**config.mk**
```make
export PLATFORM = sky130hd
export DESIGN_NAME = spmc_top
export DESIGN_NICKNAME = d
export VERILOG_FILES = /design/src/spmc_pkg.sv /design/src/spmc_top.sv
export SDC_FILE = /design/constraint.sdc
export NUM_CORES = 1
export LEC_CHECK = 0
export ABC_AREA = 0
export ABC_CLOCK_PERIOD_IN_PS = 3100
export BUFFER_PORTS_ARGS = -buffer_cell sky130_fd_sc_hd__buf_2
export CORE_AREA = 2 2 113 115
export CTS_CLUSTER_DIAMETER = 30
export DETAILED_ROUTE_END_ITERATION = 10
export DIE_AREA = 0 0 115 117
export HOLD_SLACK_MARGIN = 0.08
export PLACE_DENSITY = 0.78
export SYNTH_ARGS = -nofsm -noshare
export SYNTH_HDL_FRONTEND = slang
export SYNTH_SLANG_ARGS = --single-unit
```
**constraint.sdc**
```tcl
create_clock -name clk -period 3.1 [get_ports clk]
set_clock_uncertainty 0.05 [all_clocks]
set_input_delay 0.465 -clock clk [delete_from_list [all_inputs] [get_ports clk]]
set_output_delay 0.465 -clock clk [all_outputs]
set_load 0.03 [all_outputs]
```
**src/spmc_pkg.sv**
```systemverilog
package spmc_pkg;
    // Clock and self-timed erase duration
    localparam int          CLK_PERIOD_NS  = 4;
    localparam int          BULK_ERASE_US  = 5000;
    localparam int          BULK_ERASE_CYC = (BULK_ERASE_US * 1000) / CLK_PERIOD_NS;
    localparam int          BULK_TMR_W     = 21;

    // Serial word framing: 4-bit command then 16-bit payload, LSB first
    localparam int          WORD_W    = 20;
    localparam logic [4:0]  LAST_BIT  = 5'h13;
    localparam logic [4:0]  HOLD_BIT  = 5'h03;
    localparam logic [3:0]  CMD_NOP   = 4'h0;
    localparam logic [3:0]  CMD_START = 4'hF;
    localparam int          FIFO_DEPTH = 4;

    // Program memory control register fields
    localparam int          CTL_PGM_SPACE = 7;
    localparam int          CTL_CFG_SPACE = 6;
    localparam int          CTL_ERASE_SEL = 4;
    localparam int          CTL_REFUSED   = 3;
    localparam int          CTL_MODIFY_EN = 2;
    localparam int          CTL_TRIGGER   = 1;
    localparam logic [7:0]  CTL_RESET     = 8'h00;

    // Boot region limits (byte addresses) and block geometry
    localparam logic [21:0] BOOT_LIM_1KW = 22'h000800;
    localparam logic [21:0] BOOT_LIM_2KW = 22'h001000;
    localparam logic [21:0] BOOT_LIM_4KW = 22'h002000;
    localparam int          BLOCK_SHIFT  = 14;
    localparam int          NUM_BLOCKS   = 6;

    // One received serial word
    typedef struct packed {
        logic [15:0] payload;
        logic [3:0]  cmd;
    } spmc_word_s;

    // Which program-enable pin owns the session
    typedef enum logic [1:0] {PORT_NONE, PORT_DEF, PORT_ALT} spmc_port_e;

    // Erase/write sequencer
    typedef enum logic [1:0] {SQ_IDLE, SQ_ARMED, SQ_HOLD, SQ_TIMED} spmc_seq_e;
endpackage

```
**src/spmc_top.sv**
```systemverilog
`timescale 1ns/1ps
`default_nettype none

module spmc_fifo #(
    parameter int W     = 8,
    parameter int DEPTH = 4
) (
    input  wire logic         clk,       // Core clock
    input  wire logic         nrst,      // Async reset, active low
    input  wire logic         in_valid,  // Write request
    output logic              in_ready,  // Not full
    input  wire logic [W-1:0] in_data,   // Write data
    output logic              out_valid, // Not empty
    input  wire logic         out_ready, // Read accept
    output logic [W-1:0]      out_data   // Head word
);
    localparam int AW = $clog2(DEPTH);

    logic [W-1:0] mem [DEPTH];
    logic [AW:0]  wr_ptr_r;
    logic [AW:0]  rd_ptr_r;
    logic         push;
    logic         pop;

    // Extra pointer bit tells full from empty
    assign in_ready  = (wr_ptr_r[AW] == rd_ptr_r[AW]) || (wr_ptr_r[AW-1:0] != rd_ptr_r[AW-1:0]);
    assign out_valid = (wr_ptr_r != rd_ptr_r);
    assign push      = in_valid && in_ready;
    assign pop       = out_valid && out_ready;
    assign out_data  = mem[rd_ptr_r[AW-1:0]];

    // Storage
    always_ff @(posedge clk) begin
        if (push) begin
            mem[wr_ptr_r[AW-1:0]] <= in_data;
        end
    end

    // Pointers
    always_ff @(posedge clk or negedge nrst) begin
        if (!nrst) begin
            wr_ptr_r <= '0;
            rd_ptr_r <= '0;
        end else begin
            if (push) begin
                wr_ptr_r <= wr_ptr_r + 1'b1;
            end
            if (pop) begin
                rd_ptr_r <= rd_ptr_r + 1'b1;
            end
        end
    end
endmodule

module spmc_top #(
    parameter int BULK_CYC = spmc_pkg::BULK_ERASE_CYC
) (
    input  wire logic                   clk,                          // 250 MHz core clock
    input  wire logic                   nrst,                         // Async reset, active low
    input  wire logic                   master_clear_program_pin,     // High at entry level
    input  wire logic                   alternate_program_enable_pin, // High at entry level
    input  wire logic                   serial_prog_clock,            // Default serial clock
    input  wire logic                   serial_prog_data_pin,         // Default data in
    output logic                        serial_prog_data_out,         // Default data out
    output logic                        serial_prog_data_oe,          // Default data drive
    input  wire logic                   alternate_serial_clock_pin,   // Dedicated clock
    input  wire logic                   alternate_serial_data_pin,    // Dedicated data in
    output logic                        alternate_serial_data_out,    // Dedicated data out
    output logic                        alternate_serial_data_oe,     // Dedicated data drive
    input  wire logic                   low_voltage_request_pin,      // Low-voltage entry
    input  wire logic                   low_voltage_programming_option, // Config bit
    input  wire logic                   alternate_port_enable,        // Config bit
    input  wire logic [1:0]             boot_region_size_field,       // Boot size config
    input  wire logic                   boot_protect,                 // Boot region locked
    input  wire logic [5:0]             block_protect,                // Per-block lock
    input  wire logic [21:0]            table_pointer,                // Target address
    input  wire logic                   ctl_wr_en,                    // Control reg write
    input  wire logic [7:0]             ctl_wr_data,                  // Control reg data
    output logic [7:0]                  ctl_rd_data,                  // Control reg value
    input  wire logic                   bulk_erase_req,               // Bulk erase request
    output logic                        prog_mode,                    // In program/verify
    output logic                        unused_io_hiz,                // Float unused I/O
    output logic                        alt_port_active,              // Dedicated port owns
    output logic                        cfg_port_bit_wr_allow,        // Alt bit writable
    output logic                        keep_alt_port_bit,            // Shield alt bit
    output logic                        nvm_active,                   // Array operation on
    output logic                        nvm_erase,                    // Operation is erase
    output logic                        nvm_bulk,                     // Operation is bulk
    output logic                        nvm_done,                     // Operation finished
    output logic                        serial_rx_ready,              // FIFO has room
    output logic                        word_valid,                   // Received word ready
    input  wire logic                   word_ready,                   // Core takes word
    output spmc_pkg::spmc_word_s        word_data                     // Received word
);
    logic [6:0]             pin_s1_r;
    logic [6:0]             pin_s2_r;
    logic                   clk_prev_r;
    logic                   def_hv;
    logic                   def_clk;
    logic                   def_dat;
    logic                   alt_hv;
    logic                   alt_clk;
    logic                   alt_dat;
    logic                   def_en;
    logic                   alt_en;
    logic                   sel_clk;
    logic                   sel_dat;
    logic                   clk_rise;
    logic                   clk_fall;
    spmc_pkg::spmc_port_e   port_r;
    spmc_pkg::spmc_seq_e    seq_r;
    logic [4:0]             bit_cnt_r;
    logic [spmc_pkg::WORD_W-1:0] shift_r;
    logic [spmc_pkg::WORD_W-1:0] word_nxt;
    logic                   word_push;
    logic                   start_word;
    logic [7:0]             ctl_r;
    logic [7:0]             ctl_nxt;
    logic                   trig_req;
    logic                   op_ok;
    logic                   op_start;
    logic                   refuse_ev;
    logic                   rgn_boot;
    logic [2:0]             rgn_block;
    logic                   rgn_locked;
    logic                   bulk_r;
    logic [spmc_pkg::BULK_TMR_W-1:0] tmr_r;
    logic                   done_r;

    // Boot limit for a size field; wider boot pushes block 0 start up
    function automatic logic [21:0] boot_limit(input logic [1:0] sz);
        case (sz)
            2'h0:    boot_limit = spmc_pkg::BOOT_LIM_1KW;
            2'h1:    boot_limit = spmc_pkg::BOOT_LIM_2KW;
            default: boot_limit = spmc_pkg::BOOT_LIM_4KW;
        endcase
    endfunction

    // Pin synchronisers; stage one feeds stage two only
    always_ff @(posedge clk or negedge nrst) begin
        if (!nrst) begin
            pin_s1_r <= '0;
            pin_s2_r <= '0;
        end else begin
            pin_s1_r <= {master_clear_program_pin, serial_prog_clock, serial_prog_data_pin,
                         alternate_program_enable_pin, alternate_serial_clock_pin,
                         alternate_serial_data_pin, low_voltage_request_pin};
            pin_s2_r <= pin_s1_r;
        end
    end

    assign {def_hv, def_clk, def_dat, alt_hv, alt_clk, alt_dat} = pin_s2_r[6:1];
    // Low-voltage request only honoured with the option fuse set
    assign def_en = def_hv || (low_voltage_programming_option && pin_s2_r[0]);
    assign alt_en = alt_hv && alternate_port_enable;

    // Port ownership: first enable wins, held until it drops
    always_ff @(posedge clk or negedge nrst) begin
        if (!nrst) begin
            port_r <= spmc_pkg::PORT_NONE;
        end else begin
            case (port_r)
                spmc_pkg::PORT_NONE: begin
                    // Entry needs clock and data low on the claiming port
                    if (def_en && !def_clk && !def_dat) begin
                        port_r <= spmc_pkg::PORT_DEF;
                    end else if (alt_en && !alt_clk && !alt_dat) begin
                        port_r <= spmc_pkg::PORT_ALT;
                    end
                end
                spmc_pkg::PORT_DEF: begin
                    if (!def_en) begin
                        port_r <= spmc_pkg::PORT_NONE;
                    end
                end
                spmc_pkg::PORT_ALT: begin
                    if (!alt_en) begin
                        port_r <= spmc_pkg::PORT_NONE;
                    end
                end
                default: port_r <= spmc_pkg::PORT_NONE;
            endcase
        end
    end

    assign prog_mode             = (port_r != spmc_pkg::PORT_NONE);
    assign unused_io_hiz         = prog_mode;
    assign alt_port_active       = (port_r == spmc_pkg::PORT_ALT);
    assign cfg_port_bit_wr_allow = (port_r == spmc_pkg::PORT_DEF);
    assign keep_alt_port_bit     = nvm_bulk && alt_port_active;
    // Readback lives in another block; data pins never driven here
    assign serial_prog_data_out      = 1'b0;
    assign serial_prog_data_oe       = 1'b0;
    assign alternate_serial_data_out = 1'b0;
    assign alternate_serial_data_oe  = 1'b0;

    // Selected port's clock and data; the other port is ignored
    assign sel_clk  = alt_port_active ? alt_clk : def_clk;
    assign sel_dat  = alt_port_active ? alt_dat : def_dat;
    assign clk_rise = prog_mode && sel_clk && !clk_prev_r;
    assign clk_fall = prog_mode && !sel_clk && clk_prev_r;

    // Link clock edge finder
    always_ff @(posedge clk or negedge nrst) begin
        if (!nrst) begin
            clk_prev_r <= 1'b0;
        end else begin
            clk_prev_r <= sel_clk;
        end
    end

    // Shift on falling edge, LSB first; frozen while bulk erase runs
    assign word_nxt   = {sel_dat, shift_r[spmc_pkg::WORD_W-1:1]};
    assign word_push  = clk_fall && (seq_r != spmc_pkg::SQ_TIMED)
                        && (bit_cnt_r == spmc_pkg::LAST_BIT);
    assign start_word = word_push && (word_nxt[3:0] == spmc_pkg::CMD_START);

    always_ff @(posedge clk or negedge nrst) begin
        if (!nrst) begin
            shift_r   <= '0;
            bit_cnt_r <= '0;
        end else if (!prog_mode) begin
            bit_cnt_r <= '0;
        end else if (clk_fall && seq_r != spmc_pkg::SQ_TIMED) begin
            shift_r   <= word_nxt;
            bit_cnt_r <= (bit_cnt_r == spmc_pkg::LAST_BIT) ? 5'h00 : bit_cnt_r + 5'h01;
        end
    end

    // Words go to the core; a full FIFO drops the word
    spmc_fifo #(
        .W     (spmc_pkg::WORD_W),
        .DEPTH (spmc_pkg::FIFO_DEPTH)
    ) u_fifo (
        .clk       (clk),
        .nrst      (nrst),
        .in_valid  (word_push),
        .in_ready  (serial_rx_ready),
        .in_data   (word_nxt),
        .out_valid (word_valid),
        .out_ready (word_ready),
        .out_data  (word_data)
    );

    // Region decode: boot below limit, else 16-Kbyte block index
    assign rgn_boot   = (table_pointer < boot_limit(boot_region_size_field));
    assign rgn_block  = table_pointer[spmc_pkg::BLOCK_SHIFT+2:spmc_pkg::BLOCK_SHIFT];
    assign rgn_locked = rgn_boot ? boot_protect
                      : (rgn_block < 3'(spmc_pkg::NUM_BLOCKS)) ? block_protect[rgn_block]
                      : 1'b1;

    // Trigger acceptance checks use the register as it stood before
    assign trig_req  = prog_mode && (seq_r == spmc_pkg::SQ_IDLE)
                       && ((ctl_wr_en && ctl_wr_data[spmc_pkg::CTL_TRIGGER]) || start_word);
    assign op_ok     = ctl_r[spmc_pkg::CTL_MODIFY_EN]
                       && ctl_r[spmc_pkg::CTL_PGM_SPACE] && !ctl_r[spmc_pkg::CTL_CFG_SPACE]
                       && !rgn_locked;
    assign op_start  = trig_req && op_ok;
    assign refuse_ev = trig_req && !op_ok;

    // Control register next value; hardware sets beat clears
    always_comb begin
        ctl_nxt = ctl_r;
        if (ctl_wr_en) begin
            ctl_nxt = ctl_wr_data;
            ctl_nxt[spmc_pkg::CTL_TRIGGER] = ctl_r[spmc_pkg::CTL_TRIGGER];
        end
        // A new trigger in the done cycle must not be wiped by the clear
        if (done_r) begin
            ctl_nxt[spmc_pkg::CTL_TRIGGER] = 1'b0;
        end
        if (op_start) begin
            ctl_nxt[spmc_pkg::CTL_TRIGGER] = 1'b1;
        end
        if (refuse_ev) begin
            ctl_nxt[spmc_pkg::CTL_REFUSED] = 1'b1;
        end
    end

    always_ff @(posedge clk or negedge nrst) begin
        if (!nrst) begin
            ctl_r <= spmc_pkg::CTL_RESET;
        end else begin
            ctl_r <= ctl_nxt;
        end
    end

    assign ctl_rd_data = ctl_r;

    // Sequencer: arm, then act on the 4th clock of the next command
    always_ff @(posedge clk or negedge nrst) begin
        if (!nrst) begin
            seq_r  <= spmc_pkg::SQ_IDLE;
            bulk_r <= 1'b0;
            tmr_r  <= '0;
            done_r <= 1'b0;
        end else begin
            done_r <= 1'b0;
            if (!prog_mode) begin
                seq_r  <= spmc_pkg::SQ_IDLE;
                bulk_r <= 1'b0;
            end else begin
                case (seq_r)
                    spmc_pkg::SQ_IDLE: begin
                        if (op_start) begin
                            seq_r  <= spmc_pkg::SQ_ARMED;
                            bulk_r <= 1'b0;
                        end else if (bulk_erase_req) begin
                            seq_r  <= spmc_pkg::SQ_ARMED;
                            bulk_r <= 1'b1;
                        end
                    end
                    spmc_pkg::SQ_ARMED: begin
                        if (bulk_r && clk_fall && bit_cnt_r == spmc_pkg::HOLD_BIT) begin
                            seq_r <= spmc_pkg::SQ_TIMED;
                            tmr_r <= spmc_pkg::BULK_TMR_W'(BULK_CYC - 1);
                        end else if (!bulk_r && clk_rise
                                     && bit_cnt_r == spmc_pkg::HOLD_BIT) begin
                            seq_r <= spmc_pkg::SQ_HOLD;
                        end
                    end
                    spmc_pkg::SQ_HOLD: begin
                        if (clk_fall) begin
                            seq_r  <= spmc_pkg::SQ_IDLE;
                            done_r <= 1'b1;
                        end
                    end
                    spmc_pkg::SQ_TIMED: begin
                        if (tmr_r == '0) begin
                            seq_r  <= spmc_pkg::SQ_IDLE;
                            bulk_r <= 1'b0;
                            done_r <= 1'b1;
                        end else begin
                            tmr_r <= tmr_r - 1'b1;
                        end
                    end
                    default: seq_r <= spmc_pkg::SQ_IDLE;
                endcase
            end
        end
    end

    // Active and bulk gated by mode so an aborted operation drops with the enable pin
    assign nvm_active = prog_mode
                        && ((seq_r == spmc_pkg::SQ_HOLD) || (seq_r == spmc_pkg::SQ_TIMED));
    assign nvm_bulk   = prog_mode && (seq_r == spmc_pkg::SQ_TIMED);
    assign nvm_erase  = nvm_bulk || ctl_r[spmc_pkg::CTL_ERASE_SEL];
    assign nvm_done   = done_r;

    // Checks
    refuse_modify_enable_a: assert property (
        @(posedge clk) disable iff (!nrst)
        trig_req && !ctl_r[spmc_pkg::CTL_MODIFY_EN]
        |=> ctl_r[spmc_pkg::CTL_REFUSED] && seq_r == spmc_pkg::SQ_IDLE)
        else $error("trigger accepted without modify enable");

    arm_target_a: assert property (
        @(posedge clk) disable iff (!nrst)
        seq_r == spmc_pkg::SQ_HOLD
        |-> ctl_r[spmc_pkg::CTL_PGM_SPACE] && !ctl_r[spmc_pkg::CTL_CFG_SPACE])
        else $error("row operation without code memory target");

    trigger_arms_a: assert property (
        @(posedge clk) disable iff (!nrst)
        op_start |=> seq_r == spmc_pkg::SQ_ARMED && ctl_r[spmc_pkg::CTL_TRIGGER])
        else $error("trigger did not arm the sequencer");

    hold_fall_a: assert property (
        @(posedge clk) disable iff (!nrst)
        seq_r == spmc_pkg::SQ_HOLD && clk_fall && prog_mode
        |=> seq_r == spmc_pkg::SQ_IDLE && nvm_done ##1 !ctl_r[spmc_pkg::CTL_TRIGGER])
        else $error("row operation did not end on clock fall");

    bulk_start_a: assert property (
        @(posedge clk) disable iff (!nrst)
        seq_r == spmc_pkg::SQ_ARMED && bulk_r && clk_fall && bit_cnt_r == 5'h03 && prog_mode
        |=> (nvm_bulk && nvm_erase) [*2])
        else $error("bulk erase did not start on fourth fall");

    erase_sel_a: assert property (
        @(posedge clk) disable iff (!nrst)
        $rose(nvm_active) && !nvm_bulk |-> nvm_erase == $past(ctl_r[spmc_pkg::CTL_ERASE_SEL]))
        else $error("erase select not honoured");

    boot_4k_a: assert property (
        @(posedge clk) disable iff (!nrst)
        boot_region_size_field == 2'h2 |-> rgn_boot == (table_pointer <= 22'h001FFF))
        else $error("four kiloword boot limit wrong");

    port_lock_a: assert property (
        @(posedge clk) disable iff (!nrst)
        port_r == spmc_pkg::PORT_DEF && def_en |=> port_r == spmc_pkg::PORT_DEF)
        else $error("default port lost ownership");

    alt_needs_cfg_a: assert property (
        @(posedge clk) disable iff (!nrst)
        $rose(alt_port_active) |-> $past(alternate_port_enable) && $past(alt_hv))
        else $error("dedicated port taken without enable bit");

    mode_exit_a: assert property (
        @(posedge clk) disable iff (!nrst)
        port_r == spmc_pkg::PORT_DEF && !def_en |=> !prog_mode && !nvm_active)
        else $error("mode held after program enable fell");

    lv_gate_a: assert property (
        @(posedge clk) disable iff (!nrst)
        $rose(prog_mode) && !alt_port_active && !$past(def_hv)
        |-> $past(low_voltage_programming_option))
        else $error("low-voltage entry without option bit");

    cfg_alt_bit_a: assert property (
        @(posedge clk) disable iff (!nrst)
        alt_port_active |-> !cfg_port_bit_wr_allow && (nvm_bulk == keep_alt_port_bit))
        else $error("alternate bit not protected on dedicated port");
endmodule

`default_nettype wire

```
==> flow_summary.ini <==
[outcome]
outcome = finished clean

[run]
drv_cap = 0

[setup_path]
worstPathRequired_ns = 3.39
path_cells = ha_1 > nor3b_1 > o2111ai_2 > a2111o_1 > or4_1 > a21oi_1
crit_type = register to register
rr_endpoint = tmr_r[15]$_DFFE_PN0P_
reg2reg_from = bit_cnt_r[0]$_DFFE_PN0P_
critical-path-slowest-cell = a2111o_1
rrSetupSlack_ns = 0.44
crit_start = bit_cnt_r[0]$_DFFE_PN0P_
crit_fanout = 12
critPathLaunchType = register
r2r_cells = 6
endpoint_kind = register
slowest_delay_ns = 0.63
worstPathArrival_ns = 2.95
crit_end = tmr_r[15]$_DFFE_PN0P_

[floorplan]
start_util = 0.557
coreArea_sq_mm = 0.0123
die_w_microns = 115
rows = 41
dieArea_sq_mm = 0.0135
pin_count = 96
die_h_microns = 117

[drt]
drt-met1-wl_mm = 5.70
wl_per_cell_microns = 17.5
drc_errors = 0
met2_length_mm = 6.75
top_layer = met4
drt-total-wl_mm = 13.3
postRouteAntennaNets = 0
first_pass_iters = 4
routed-wl-met3_microns = 665
vias_per_cell = 5.85
vias = 4442
drt_iter0_drc = 410

[timing]
setup_viol = 0
rsz0062_at_grt = no
setup-tns-final_ns = 0
fin_crit_ns = 2.66
slew_headroom = 0.325
max_slew.worst_pin.slew_ns = 1.01
max_freq_mhz = 376
hold_violations = 0
min_period_over_period = 0.858
setup_ws_ns = 0.440
slew_violations = 0

[cts]
tritoncts = yes
cts-root-buf = clkbuf_16
cts_resized = 0
clkSlewWorstSetupHoldPaths_ns = 0.06
htreeDepth = 4
postCtsSetupBuffers = 0
cts_buffer_depth = 2
clock_sinks = 160
clock_latency_ns = 0.42
cts_inserted_buffers = 17

[place]
place_ws_ns = 0.430
dpl.hpwl_mm = 8.69
finalWeightedCongestion = 0.844
io_buffers = 80

[pwr]
sw_frac_of_total = 0.217
p_clk_frac = 0.444
total_power_mw = 4.66
internal_power_mw = 3.65
switchingPower_mw = 1.01
p_comb_frac = 0.047
powerDensity_mw_per_mm2 = 579
seq_power_share = 0.509
max-vdd-ir-drop_mv = 0.266
total_leakage_power_nw = 3.47

[logic_synthesis]
yosys-top-cells-area = edfxtp_1 (35%), dfrtp_1 (29%), mux4_2 (6.9%), nand2_1 (3.9%), mux2_2 (2.1%)
async_flop_share = 0.500
synth_area_leader_cell = edfxtp_1
synth-edff-count = 80
ys_types = 65
ys_seq_area_frac = 0.642
netlist_instances = 504
netlist_area_sq_mm = 0.00686
synth_top_area_frac = 0.350
synth_flop_cell = edfxtp_1
synth_warnings = 0
synth-seq-cells = 160
syn_avg_cell_area_sq_um = 13.6

[global_route]
grt_antenna_before_repair = 0
grt_usage = 0.215
grt_max_degree = 81
grt_pass1_wl_mm = 22.2
overflow = 0
grt_pass1_vias = 4612

[final_layout]
antennaDiodeCount = 0
syn2layout_area_growth_pct = 17.4
drive_gt1_frac = 0.282
fill_cells = 870
fin_util = 0.654
final_nets = 659
final_cell_mix = dfrtp_1 (80), edfxtp_1 (80), buf_2 (79)

[min_path]
hold_path_depth = 1
hold_class = input pin to register
worstHoldStart = master_clear_program_pin
timing repair:
item / 4_1_cts / 5_1_grt
endpoints found under the hold margin: 0 / 1
endpoints found under the setup margin: 0 / 0
hold buffers: 0 / 1
through the flow:
stage / cells / hold WS [ns] / cell area, sq um
2_1_floorplan: 507 / 0.119 / 6870
3_3_place_gp: 727 / 0.283 / 7460
3_5_place_dp: 727 / 0.286 / 7460
4_1_cts: 758 / 0.0800 / 8040
5_1_grt: 759 / 0.0812 / 8050
6_report: 759 / 0.0952 / 8050
area by class of cell:
cell class                      count  area (sq um)  share of cell area
Clock buffer                       21           440              0.0547
Clock inverter                     10           138              0.0171
Inverter                           13          48.8             0.00606
Multi-Input combinational cell    312          2300               0.286
Sequential cell                   160          4400               0.547
Tap cell                          150           188              0.0233
Timing Repair Buffer               93           528              0.0656
power groups by stage:
stage          clock network (mW)  registers, mW  logic (mW)
6_report                     2.07           2.37       0.221
3_5_place_dp                    0           2.41       0.222
3_3_place_gp                    0           2.40       0.214
5_1_grt                      2.18           2.38       0.249
4_1_cts                      2.09           2.37       0.224
2_1_floorplan                   0           2.41       0.118
state kept, by name, indices dropped and copies added (netlist names):
signal / cells
u_fifo.mem: 80
tmr_r: 21
shift_r: 19
ctl_rd_data: 8
pin_s1_r: 7
pin_s2_r: 7
bit_cnt_r: 5
u_fifo.rd_ptr_r: 3
u_fifo.wr_ptr_r: 3
port_r: 2
seq_r: 2
bulk_r: 1
clk_prev_r: 1
nvm_done: 1
synthesized netlist by cell type (all sizes together), types with 5 or more instances:
cell and n:
dfrtp 80, edfxtp 80, nand2 72, nor2 26
o21ai 24, mux4 21, nor3 14, mux2 13
a21oi 12, buf 12, inv 12, or4 11
clkbuf 10, ha 9, or3 9, and2 7
nor4 7, or3b 7, nor2b 6, or2 6
o31ai 5
worst min path at each step:
stage | slack (ns) | end
after floorplan | 0.12 | bit_cnt_r[0]$_DFFE_PN0P_
after global placement | 0.28 | pin_s2_r[1]$_DFF_PN0_
after detailed placement | 0.29 | pin_s2_r[1]$_DFF_PN0_
after CTS | 0.08 | pin_s1_r[2]$_DFF_PN0_
after global routing | 0.08 | pin_s1_r[6]$_DFF_PN0_
final | 0.1 | pin_s1_r[6]$_DFF_PN0_
per-layer routing:
layer / vias up / track usage
li1: 2070 / -
met1: 2227 / 0.264
met2: 129 / 0.373
met3: 16 / 0.0561
met4: 0 / 0.0755
met5: - / 0
worst max-delay path: cells and delay by family, from the launching register on:
kind / cells / cell delay (ns)
AND/OR/NAND/NOR: 2 / 0.87
AO/OA/AOI/OAI: 3 / 1.05
adder cells (fa/ha/maj): 1 / 0.22
flip-flops: 1 / 0.39
kinds of logic (layout without fill, tap and decap cells):
| kind of cell | after synthesis | after routing | share of synthesized area |
|---|---|---|---|
| compound gates | 72 | 72 | 0.0735 |
| xor+xnor | 7 | 7 | 0.00894 |
| fa+ha+maj | 9 | 9 | 0.0164 |
| buf+inv | 35 | 137 | 0.0235 |
| flops | 160 | 160 | 0.642 |
| mux | 37 | 37 | 0.0947 |
| other cells | 1 | 4 | 0.000547 |
| simple gates | 183 | 183 | 0.140 |
Note: power is estimated with default switching activity, not from simulation.
